===== src/shared/pscr_pkg.sv =====
package pscr_pkg;
    // ----------------------------------------------------------------
    // register offsets (byte addresses)
    // ----------------------------------------------------------------
    localparam logic [11:0] OFS_DESKEW_HIGH  = 12'h20c;
    localparam logic [11:0] OFS_PATTERN_W0   = 12'h210;
    localparam logic [11:0] OFS_PATTERN_W1   = 12'h214;
    localparam logic [11:0] OFS_PATTERN_W2   = 12'h218;
    localparam logic [11:0] OFS_PATTERN_W3   = 12'h21c;
    localparam logic [11:0] OFS_PHY_CMD      = 12'h220;
    localparam logic [11:0] OFS_PORT_LAYOUT  = 12'h224;
    localparam logic [11:0] OFS_PHY_TEST     = 12'h228;
    localparam int          PATTERN_WORDS    = 4;

    // ----------------------------------------------------------------
    // station identity: registers live at ports 0, 8 and 12
    // ----------------------------------------------------------------
    localparam logic [3:0]  STATION0_PORT    = 4'h0;
    localparam logic [3:0]  STATION1_PORT    = 4'h8;
    localparam logic [3:0]  STATION2_PORT    = 4'hc;
    localparam logic [5:0]  LANE_BASE_STN0   = 6'h0a;
    localparam logic [5:0]  LANE_BASE_STN1   = 6'h1a;
    localparam logic [5:0]  LANE_BASE_STN2   = 6'h2a;
    localparam logic [5:0]  SERDES_BASE_STN0 = 6'h00;
    localparam logic [5:0]  SERDES_BASE_STN1 = 6'h10;
    localparam logic [5:0]  SERDES_BASE_STN2 = 6'h20;

    // ----------------------------------------------------------------
    // field layout
    // ----------------------------------------------------------------
    localparam int          DSK_LANES        = 6;
    localparam int          DSK_FIRST_BIT    = 8;
    localparam int          DSK_FIELD_W      = 4;
    localparam logic [31:0] DSK_WMASK        = 32'hffffff00;
    localparam int          CMD_UP_XLINK     = 3;
    localparam int          CMD_DN_XLINK     = 4;
    localparam int          CMD_LREV_DIS     = 5;
    localparam int          CMD_LOWLAT_DIS   = 7;
    localparam int          CMD_NFTS_LSB     = 8;
    localparam int          CMD_NPORTS_LSB   = 20;
    localparam logic [7:0]  NFTS_RESET       = 8'h40;
    localparam int          LAY_X1_LSB       = 8;
    localparam int          TST_TIMER        = 0;
    localparam int          TST_SKIP         = 1;

    // ----------------------------------------------------------------
    // port configuration encodings
    // ----------------------------------------------------------------
    typedef enum logic [2:0] {
        PSCR_CFG_X8X4X4 = 3'b000,
        PSCR_CFG_X16    = 3'b001,
        PSCR_CFG_X8X8   = 3'b010
    } pscr_cfg_e;
    localparam logic [2:0]  NPORTS_X8X4X4    = 3'h3;
    localparam logic [2:0]  NPORTS_X16       = 3'h1;
    localparam logic [2:0]  NPORTS_X8X8      = 3'h2;
    localparam logic [4:0]  WIDTH_X16        = 5'h10;
    localparam logic [4:0]  WIDTH_X8         = 5'h08;
    localparam logic [4:0]  WIDTH_X4         = 5'h04;
    localparam logic [4:0]  WIDTH_X1         = 5'h01;
    localparam logic [4:0]  WIDTH_NONE       = 5'h00;
endpackage : pscr_pkg


===== src/logic/pscr_station_regs.sv =====
// Behaviour
// - deskew level field sets lane delay; reads return auto or manual delay
// - manual enable bit picks auto balancing (0) or programmed level (1)
// - high deskew fields map to lanes 10-15, 26-31 or 42-47 per station
// - four read-write words hold test pattern bytes 0-15 for loopback
// - registers exist only at ports 0, 8 and 12, one per station
// - command bit 3 allows upstream crosslink as configuration master
// - command bit 4 allows downstream crosslink as configuration slave
// - command bit 5 set disables lane reversal during training
// - command bit 7 set disables elastic buffer low-latency mode
// - 8-bit fast training set count, reset value 40h, goes to training
// - read-only field reports number of ports in current configuration
// - eeprom port configuration value overrides station strap inputs
// - port configuration updates only on fundamental reset pin
// - code 1 gives x16, code 2 gives x8 x8, others x8 x4 x4
// - undefined port configuration codes behave as option zero
// - 3-bit field forces single ports to x1; don't-care bits ignored
// - test bit 0 shortens timer scale from milliseconds to microseconds
// - test bit 1 enables skip timer test mode
// - test parameters apply per serdes quad, station base lane offset
`timescale 1ns/1ps
`default_nettype none
module pscr_station_regs
    import pscr_pkg::*;
(
    input  wire logic        ref_clk,
    input  wire logic        srst,
    input  wire logic        fundamental_reset_pin,
    input  wire logic [3:0]  station_port_id,
    input  wire logic        cfg_wr,
    input  wire logic        cfg_rd,
    input  wire logic [11:0] cfg_addr,
    input  wire logic [31:0] cfg_wdata,
    input  wire logic [3:0]  cfg_be,
    output var  logic [31:0] cfg_rdata,
    output var  logic        cfg_rvalid,
    input  wire logic        eeprom_cfg_valid,
    input  wire logic [2:0]  eeprom_port_cfg,
    input  wire logic [1:0]  station_layout_strap,
    input  wire logic [17:0] auto_deskew_delay,
    output var  logic [23:0] deskew_lane_ctrl,
    output var  logic [5:0]  deskew_lane_base,
    output var  logic [127:0] test_pattern,
    output var  logic        up_xlink_en,
    output var  logic        dn_xlink_en,
    output var  logic        lane_reversal_dis,
    output var  logic        low_latency_dis,
    output var  logic [7:0]  fast_training_set_count,
    output var  logic [2:0]  port_cfg,
    output var  logic [14:0] port_width,
    output var  logic [2:0]  x1_force,
    output var  logic        timer_test_en,
    output var  logic        skip_timer_test_en,
    output var  logic [5:0]  serdes_base
);
    // ----------------------------------------------------------------
    // state
    // ----------------------------------------------------------------
    typedef struct packed {
        logic [23:0]  deskew;
        logic [31:0]  pat0;
        logic [31:0]  pat1;
        logic [31:0]  pat2;
        logic [31:0]  pat3;
        logic [4:0]   cmd;
        logic [7:0]   nfts;
        logic [2:0]   nports;
        logic [2:0]   pcfg;
        logic [2:0]   x1;
        logic [1:0]   tst;
        logic [31:0]  rdata;
        logic         rvalid;
        logic [23:0]  dsk_out;
        logic [14:0]  width;
        logic [5:0]   lbase;
        logic [5:0]   sbase;
    } pscr_state_s;

    pscr_state_s st_ff;
    pscr_state_s nxt_st;

    // ----------------------------------------------------------------
    // helpers
    // ----------------------------------------------------------------
    function automatic logic [31:0] merge_be(input logic [31:0] old_v,
                                             input logic [31:0] new_v,
                                             input logic [3:0]  be);
        logic [31:0] r;
        r = old_v;
        for (int i = 0; i < 4; i++) begin
            if (be[i]) begin
                r[i*8 +: 8] = new_v[i*8 +: 8];
            end
        end
        return r;
    endfunction : merge_be

    // unknown codes fold onto option zero
    function automatic pscr_cfg_e decode_cfg(input logic [2:0] c);
        case (c)
            3'b001:  return PSCR_CFG_X16;
            3'b010:  return PSCR_CFG_X8X8;
            default: return PSCR_CFG_X8X4X4;
        endcase
    endfunction : decode_cfg

    // ----------------------------------------------------------------
    // station presence
    // ----------------------------------------------------------------
    // any other port id owns no copy: writes drop, reads give zero
    logic station_valid;
    logic [5:0] lane_base_c;
    logic [5:0] serdes_base_c;
    always_comb begin
        station_valid = 1'b1;
        lane_base_c   = LANE_BASE_STN0;
        serdes_base_c = SERDES_BASE_STN0;
        case (station_port_id)
            STATION0_PORT: begin
                lane_base_c   = LANE_BASE_STN0;
                serdes_base_c = SERDES_BASE_STN0;
            end
            STATION1_PORT: begin
                lane_base_c   = LANE_BASE_STN1;
                serdes_base_c = SERDES_BASE_STN1;
            end
            STATION2_PORT: begin
                lane_base_c   = LANE_BASE_STN2;
                serdes_base_c = SERDES_BASE_STN2;
            end
            default: station_valid = 1'b0;
        endcase
    end

    // ----------------------------------------------------------------
    // next state
    // ----------------------------------------------------------------
    logic [31:0] dsk_rd;
    logic [31:0] wr_word;
    pscr_cfg_e   cfg_dec;
    logic        wr_hit;
    always_comb begin
        nxt_st  = st_ff;
        dsk_rd  = 32'h0;
        wr_word = 32'h0;
        wr_hit  = cfg_wr && station_valid;
        cfg_dec = decode_cfg(st_ff.pcfg);

        // deskew read: manual lanes show their level, auto lanes the delay
        for (int l = 0; l < DSK_LANES; l++) begin
            dsk_rd[DSK_FIRST_BIT + l*DSK_FIELD_W + 3] =
                st_ff.deskew[l*4 + 3];
            dsk_rd[DSK_FIRST_BIT + l*DSK_FIELD_W +: 3] =
                st_ff.deskew[l*4 + 3] ? st_ff.deskew[l*4 +: 3]
                                      : auto_deskew_delay[l*3 +: 3];
        end

        if (wr_hit) begin
            case (cfg_addr)
                OFS_DESKEW_HIGH: begin
                    // lower byte holds other lanes, not kept here
                    // levels of auto lanes are kept as well and take
                    // effect once software sets the manual bit
                    wr_word = merge_be({st_ff.deskew, 8'h0}, cfg_wdata,
                                       cfg_be) & DSK_WMASK;
                    nxt_st.deskew = wr_word[31:8];
                end
                OFS_PATTERN_W0:
                    nxt_st.pat0 = merge_be(st_ff.pat0, cfg_wdata, cfg_be);
                OFS_PATTERN_W1:
                    nxt_st.pat1 = merge_be(st_ff.pat1, cfg_wdata, cfg_be);
                OFS_PATTERN_W2:
                    nxt_st.pat2 = merge_be(st_ff.pat2, cfg_wdata, cfg_be);
                OFS_PATTERN_W3:
                    nxt_st.pat3 = merge_be(st_ff.pat3, cfg_wdata, cfg_be);
                OFS_PHY_CMD: begin
                    // rebuild the stored word so unselected byte lanes
                    // keep their value; bits 22:20 are not writable
                    wr_word = merge_be({16'h0, st_ff.nfts, st_ff.cmd[4], 1'b0,
                                        st_ff.cmd[3:1], 3'b000},
                                       cfg_wdata, cfg_be);
                    nxt_st.cmd  = {wr_word[CMD_LOWLAT_DIS],
                                   wr_word[CMD_LREV_DIS],
                                   wr_word[CMD_DN_XLINK],
                                   wr_word[CMD_UP_XLINK],
                                   1'b0};
                    nxt_st.nfts = wr_word[CMD_NFTS_LSB +: 8];
                end
                OFS_PORT_LAYOUT: begin
                    if (cfg_be[1]) begin
                        nxt_st.x1 = cfg_wdata[LAY_X1_LSB +: 3];
                    end
                end
                OFS_PHY_TEST: begin
                    if (cfg_be[0]) begin
                        nxt_st.tst = {cfg_wdata[TST_SKIP],
                                      cfg_wdata[TST_TIMER]};
                    end
                end
                default: ;
            endcase
        end

        // a strap change after the pin drops waits for the next fundamental
        // reset, so ports can not be reshaped under a live link
        // port layout catches eeprom or strap only under fundamental reset
        if (fundamental_reset_pin) begin
            nxt_st.pcfg = eeprom_cfg_valid ? eeprom_port_cfg
                                           : {1'b0, station_layout_strap};
        end

        case (cfg_dec)
            PSCR_CFG_X16:  nxt_st.nports = NPORTS_X16;
            PSCR_CFG_X8X8: nxt_st.nports = NPORTS_X8X8;
            default:       nxt_st.nports = NPORTS_X8X4X4;
        endcase

        // widths per port: third, second, first of the station
        case (cfg_dec)
            PSCR_CFG_X16:
                nxt_st.width = {WIDTH_NONE, WIDTH_NONE, WIDTH_X16};
            PSCR_CFG_X8X8:
                nxt_st.width = {WIDTH_NONE, WIDTH_X8, WIDTH_X8};
            default:
                nxt_st.width = {WIDTH_X4, WIDTH_X4, WIDTH_X8};
        endcase
        for (int p = 0; p < 3; p++) begin
            // x1 force only narrows a port that exists
            if (st_ff.x1[p] && nxt_st.width[p*5 +: 5] != WIDTH_NONE) begin
                nxt_st.width[p*5 +: 5] = WIDTH_X1;
            end
        end

        // manual lanes drive their level, auto lanes the measured delay
        nxt_st.dsk_out = dsk_rd[31:8];
        nxt_st.lbase   = lane_base_c;
        nxt_st.sbase   = serdes_base_c;

        // a port without a copy still answers, with zero data, so the
        // bus never waits on a station that owns no registers
        nxt_st.rvalid = cfg_rd;
        nxt_st.rdata  = 32'h0;
        if (cfg_rd && station_valid) begin
            case (cfg_addr)
                OFS_DESKEW_HIGH: nxt_st.rdata = dsk_rd;
                OFS_PATTERN_W0:  nxt_st.rdata = st_ff.pat0;
                OFS_PATTERN_W1:  nxt_st.rdata = st_ff.pat1;
                OFS_PATTERN_W2:  nxt_st.rdata = st_ff.pat2;
                OFS_PATTERN_W3:  nxt_st.rdata = st_ff.pat3;
                OFS_PHY_CMD:
                    nxt_st.rdata = {9'h0, st_ff.nports, 4'h0, st_ff.nfts,
                                    st_ff.cmd[4], 1'b0, st_ff.cmd[3:1],
                                    3'b000};
                OFS_PORT_LAYOUT:
                    nxt_st.rdata = {21'h0, st_ff.x1, 5'h00, st_ff.pcfg};
                OFS_PHY_TEST:
                    nxt_st.rdata = {30'h0, st_ff.tst};
                default: nxt_st.rdata = 32'h0;
            endcase
        end
    end

    // ----------------------------------------------------------------
    // registers
    // ----------------------------------------------------------------
    always_ff @(posedge ref_clk) begin
        if (srst) begin
            st_ff        <= '0;
            st_ff.nfts   <= NFTS_RESET;
            st_ff.nports <= NPORTS_X8X4X4;
            st_ff.width  <= {WIDTH_X4, WIDTH_X4, WIDTH_X8};
            // layout survives ordinary resets
            st_ff.pcfg   <= nxt_st.pcfg;
        end else begin
            st_ff <= nxt_st;
        end
    end

    // ----------------------------------------------------------------
    // outputs
    // ----------------------------------------------------------------
    assign cfg_rdata               = st_ff.rdata;
    assign cfg_rvalid              = st_ff.rvalid;
    assign deskew_lane_ctrl        = st_ff.dsk_out;
    assign deskew_lane_base        = st_ff.lbase;
    assign test_pattern            = {st_ff.pat3, st_ff.pat2,
                                      st_ff.pat1, st_ff.pat0};
    assign up_xlink_en             = st_ff.cmd[1];
    assign dn_xlink_en             = st_ff.cmd[2];
    assign lane_reversal_dis       = st_ff.cmd[3];
    assign low_latency_dis         = st_ff.cmd[4];
    assign fast_training_set_count = st_ff.nfts;
    assign port_cfg                = st_ff.pcfg;
    assign port_width              = st_ff.width;
    assign x1_force                = st_ff.x1;
    assign timer_test_en           = st_ff.tst[0];
    assign skip_timer_test_en      = st_ff.tst[1];
    assign serdes_base             = st_ff.sbase;
endmodule : pscr_station_regs
`default_nettype wire


===== config.mk =====
export PLATFORM = sky130hd
export DESIGN_NAME = pscr_station_regs
export DESIGN_NICKNAME = d
export VERILOG_FILES = /design/src/shared/pscr_pkg.sv /design/src/logic/pscr_station_regs.sv
export SDC_FILE = /design/constraint.sdc
export NUM_CORES = 1
export LEC_CHECK = 0
export ABC_AREA = 1
export BUFFER_PORTS_ARGS = -buffer_cell sky130_fd_sc_hd__buf_4
export CAP_MARGIN = 20
export CORE_MARGIN = 5
export CORE_UTILIZATION = 30
export CTS_BUF_LIST = sky130_fd_sc_hd__clkbuf_8
export DETAILED_ROUTE_END_ITERATION = 7
export PLACE_DENSITY = 0.59
export SYNTH_ARGS = -nofsm -noshare
export SYNTH_HDL_FRONTEND = slang
export SYNTH_SLANG_ARGS = --single-unit

===== constraint.sdc =====
create_clock -name ref_clk -period 1.9 [get_ports ref_clk]
set_input_delay 0.38 -clock ref_clk [delete_from_list [all_inputs] [get_ports ref_clk]]
set_output_delay 0.38 -clock ref_clk [all_outputs]
set_load 0.02 [all_outputs]

# Yosys cells after proc, flatten, opt, wreduce, memory -nomap -nowiden
# Cells that the tools add are included.
[word_totals]
register_bits = 259
inputBits = 81
output_inout_bits = 232
elab_cells = 104
[op_classes]
n_eq_ne = 14
muxes = 18
bitwise_logic = 1
n_reduce_logical = 37
[ops]
columns = ["operator", "count"]
rows = [
  ["32-bit case mux with 8 select lines", 1],
  ["12-bit by 10-bit equality test with 1-bit output (second input constant)", 8],
  ["3-bit AND reduction", 23],
  ["3-bit two-way mux", 10],
  ["13-bit case mux with 2 select lines", 1],
  ["6-bit case mux with 2 select lines", 2],
  ["5-bit nonzero test", 3],
  ["4-bit equality test (second input constant)", 2],
  ["2-bit case mux with 2 select lines", 2],
  ["2-bit OR reduction", 4],
  ["3-bit by 1-bit equality test with 1-bit output (second input constant)", 2],
  ["3-bit by 2-bit equality test with 1-bit output (second input constant)", 2],
  ["1-bit logical AND", 5],
  ["4-bit logical NOT", 1],
  ["4-bit two-way mux", 1],
  ["3-bit OR reduction", 1],
  ["1-bit two-way mux", 1],
  ["1-bit inverter", 1],
]

# Depth between registers and ports, before layout
[depth]
depth_word = 7
mapped_depth = 10
ltp_nobuf = 10

# Worst setup path before layout
# OpenSTA, ideal clock, no wires.
[synth_path]
path_kind = "input-to-reg"
start = "input port station_port_id[1]"
end = "register st_ff (netlist bit test_pattern[102])"
setup_ns = 0.119
arrival_time_ns = 1.405
required_time_ns = 1.781
path_slack_ns = 0.376
cell_stages = 9
n_path_buf = 1
cell_sequence = "nor2_2 > o21ai_2 > nor2_8 > nand2_4 > inv_1 > nand2_1 > buf_2 > o21ai_0 > a21oi_1"
[synth_between]
elab_chain_len = 5
elab_cells_between_ends = 7
classes_between = "eq/ne: 2; mux: 1; reduce/logical: 4"
[synth_lines]
columns = ["element", "line_no", "text"]
rows = [
  ["start: declaration", "pscr_station_regs.sv:29", "input wire logic [3:0] station_port_id,"],
  ["4-bit equality test or 4-bit logical NOT (tied branches)", "pscr_station_regs.sv:118", "case (station_port_id)"],
  ["3-bit OR reduction (no source line) (*)", "n/a", ""],
  ["1-bit two-way mux (*)", "pscr_station_regs.sv:118", ""],
  ["1-bit logical AND (*)", "pscr_station_regs.sv:146", "wr_hit = cfg_wr && station_valid;"],
  ["3-bit AND reduction (no source line) (*)", "n/a", ""],
  ["end signal: assignment", "pscr_station_regs.sv:275", "st_ff <= nxt_st;"],
  ["end: declaration", "pscr_station_regs.sv:79", "pscr_state_s st_ff;"],
]
# Mark *: on every way between the ends. The rest lies on a longest branch, timed or not.
# A chain may end at the register's enable or synchronous reset.

# Final worst setup path
[layout_path]
start = "input port station_port_id[0]"
end = "register st_ff (netlist bit test_pattern[99])"
# Same word-level chain as after synthesis.

==> flow_metrics.py <==
metrics = {
    "status": {
        "status": "finished clean",
    },
    "worst_setup_path": {
        "r2r_start": "port_cfg[0]$_DFFE_PP_",
        "cp_slowest_stage_delay_ps": 560,
        "r2r_slack_ps": 410,
        "crit_slowest_cell": "dlygate4sd3_1",
        "path_class": "in2reg",
        "crit_fanout": 7,
        "cp_cell_sequence": "dlygate4sd3_1 -> buf_4 -> nor2_4 -> o21ai_4 -> nor2_8 -> nand2_4 -> inv_1 -> nand2_1 -> buf_4 -> o21ai_0 -> a21oi_1",
        "ff2ff_path_depth": 5,
        "r2r-end": "port_width[7]$_SDFF_PP1_",
        "worst_ep_required_time_ps": 2370,
        "crit_arrival_ps": 2290,
        "crit_path_end_kind": "flop",
        "path_depth": 11,
        "startpoint_type": "input port",
        "worst-path-buf-inv": 4,
        "critPathTopFamily": "buffers and inverters",
        "worst_path_most_repeated_cell": "buf_4",
    },
    "synthesis": {
        "synth_edf_count": 3,
        "async_flop_share_pct": 0,
        "synth_ff_type": "dfxtp_1",
        "synth_cell_types": 33,
        "ys_seq_area_share_pct": 41.2,
        "syn-mean-instance-area_um2": 7.31,
        "synthCells": 1618,
        "netlist_area_um2": 11800,
        "synth_seq_cells": 242,
        "synth_warnings": 0,
    },
    "hold_path": {
        "hold_end": "test_pattern[2]$_SDFFE_PP0P_",
        "min_from": "cfg_wdata[2]",
        "worstHoldPathCells": 3,
        "hold_path_class": "in2reg",
    },
    "pwr": {
        "p_leak_nw": 6.93,
        "ir_drop_mv": 0.472,
        "power_density_nw_per_um2": 739,
    },
    "clocking": {
        "path_clk_slew_ps": 60,
        "cts_buffer_depth": 3,
        "htree_num_levels": 2,
        "cts_sinks": 242,
        "cts_buffers": 46,
        "cts_tree": "built",
        "clkLatencyLatePin_ps": 580,
        "clock-root-buffer": "clkbuf_8",
    },
    "floorplanning": {
        "die_h_um": 209,
        "die_area_um2": 43500,
        "core_um2": 38800,
        "std_cell_rows": 72,
        "die_width_um": 209,
        "ioPinCount": 313,
        "initial_utilization_pct": 30.5,
    },
    "route": {
        "wl_um": 41500,
        "drc": 0,
        "post_drt_wl_per_cell_um": 17.9,
        "vias": 10600,
        "first_iter_violations": 678,
        "postRouteAntennaNets": 0,
        "viasPerCell": 4.57,
        "dr.pass1.iters": 4,
    },
    "cells_and_area": {
        "multi_input_area_um2": 4690,
        "final_cell_mix": "404 x nor2_1, 354 x buf_4, 239 x dfxtp_1",
        "fin_area_um2": 14500,
        "final_common_cell": "nor2_1",
        "nets": 1858,
        "drive_gt1_share_pct": 28.1,
        "areaGrowthSynthToFinish_pct": 22.7,
        "nFillCells": 4060,
        "antenna-diode-count": 0,
        "seq_area_um2": 4870,
        "final_core_utilization_pct": 37.4,
    },
    "global_routing": {
        "grt.total_usage_pct": 18.1,
        "antenna_found_initial": 0,
        "grt_pass1_vias": 10300,
        "overflow": 0,
        "grt_pass1_wl_um": 62300,
        "grt_max_degree": 96,
    },
    "sta": {
        "tns_ps": 0,
        "rsz0062_at_grt": "yes",
        "final-max-slew-violation-count": 0,
        "fmax_mhz": 547,
        "fin_crit_ps": 1830,
        "finalHoldViolations": 0,
        "skew_ps": 11.8,
        "finalSetupViolations": 0,
        "period_share_pct": 96.2,
        "fin_hold_ws_ps": 61.7,
        "setup_ws_ps": 73.0,
    },
    "placed_design": {
        "gp_congestion": 0.886,
        "io_buffers": 299,
        "dp_hpwl_um": 31100,
        "placed_cell_area_um2": 13600,
        "place_ws_ps": -63.8,
    },
    "flow_run": {
        "maxCapViolCount": 0,
    },
}
-- metrics by stage --
stage / instances / power (mW)
3_3_place_gp: 2238 / 5.89
3_5_place_dp: 2238 / 5.89
2_1_floorplan: 1630 / 5.59
4_1_cts: 2319 / 10.9
6_report: 2320 / 10.7
5_1_grt: 2320 / 11.2
-- flip-flops by register name, summed over array words and instances, names as in the netlist --
register and count:
fast_training_set_count 8, port_cfg 3, test_pattern 128, st_ff 20
cfg_rdata 32, deskew_lane_base 3, timer_test_en 1, skip_timer_test_en 1
port_width 8, low_latency_dis 1, x1_force 3, dn_xlink_en 1
lane_reversal_dis 1, cfg_rvalid 1, up_xlink_en 1, deskew_lane_ctrl 24
dsk_rd 6
-- what timing repair did --
action | 4_1_cts | 5_1_grt
hold buffers | 5 | 0
setup buffers | 0 | 1
endpoints found under the hold margin | 6 | 0
gates resized for setup | 0 | 9
endpoints found under the setup margin | 0 | 50
-- layout make-up --
class / count / share of cell area, %
Timing Repair Buffer: 376 / 21.0
Inverter: 105 / 2.74
Sequential cell: 242 / 33.6
Multi-Input combinational cell: 1003 / 32.3
Clock inverter: 22 / 0.793
Clock buffer: 54 / 5.12
Tap cell: 518 / 4.46
-- worst max path at each step --
| stage | end | from | slack, ps |
|---|---|---|---|
| global placement | dn_xlink_en$_SDFFE_PP0P_ | station_port_id[1] | -50 |
| floorplan | test_pattern[102]$_SDFFE_PP0P_ | station_port_id[1] | 380 |
| global route | low_latency_dis$_SDFFE_PP0P_ | station_port_id[0] | -20 |
| detailed placement | dn_xlink_en$_SDFFE_PP0P_ | station_port_id[1] | -60 |
| finish | test_pattern[99]$_SDFFE_PP0P_ | station_port_id[0] | 70 |
| CTS | dn_xlink_en$_SDFFE_PP0P_ | station_port_id[0] | 50 |
-- layer usage --
metal	track usage, %	share of wire (%)	up-vias
met5	0	0	-
met4	5.65	2.2	0
met3	4.56	8.2	58
met2	29.3	46	445
met1	24.0	44	4867
li1	-	-	5222
-- tightest hold or removal path: stages --
cell	delay [ps]
buf_4	100
nor2_1	40
nor2_1	80
-- synth_stat cells, types with 7 or more instances --
master	count	area (um2)
clkbuf_1	29	109
buf_2	18	90.1
a21oi_1	35	175
nor2_4	23	259
inv_2	16	60.1
nand2_4	8	90.1
nand2_1	150	563
o21ai_0	193	966
inv_1	88	330
nor2_2	7	43.8
nor2_1	408	1530
nand3_1	140	701
buf_4	230	1730
dfxtp_1	239	4780
-- where the power goes --
group,internal (mW),switching [mW]
Combinational,0.253,0.406
Sequential,5.13,0.0154
Clock,2.68,2.24
-- cells by family after synthesis --
family | synth area share, %
AOI/OAI and AO/OA | 9.84
adders and majority gates | 0.317
buffers and inverters | 19.8
DFF | 41.2
muxes | 0.275
other | 0.0317
and+or+nand+nor | 28.5
Note: power is estimated with default switching activity, not from simulation.
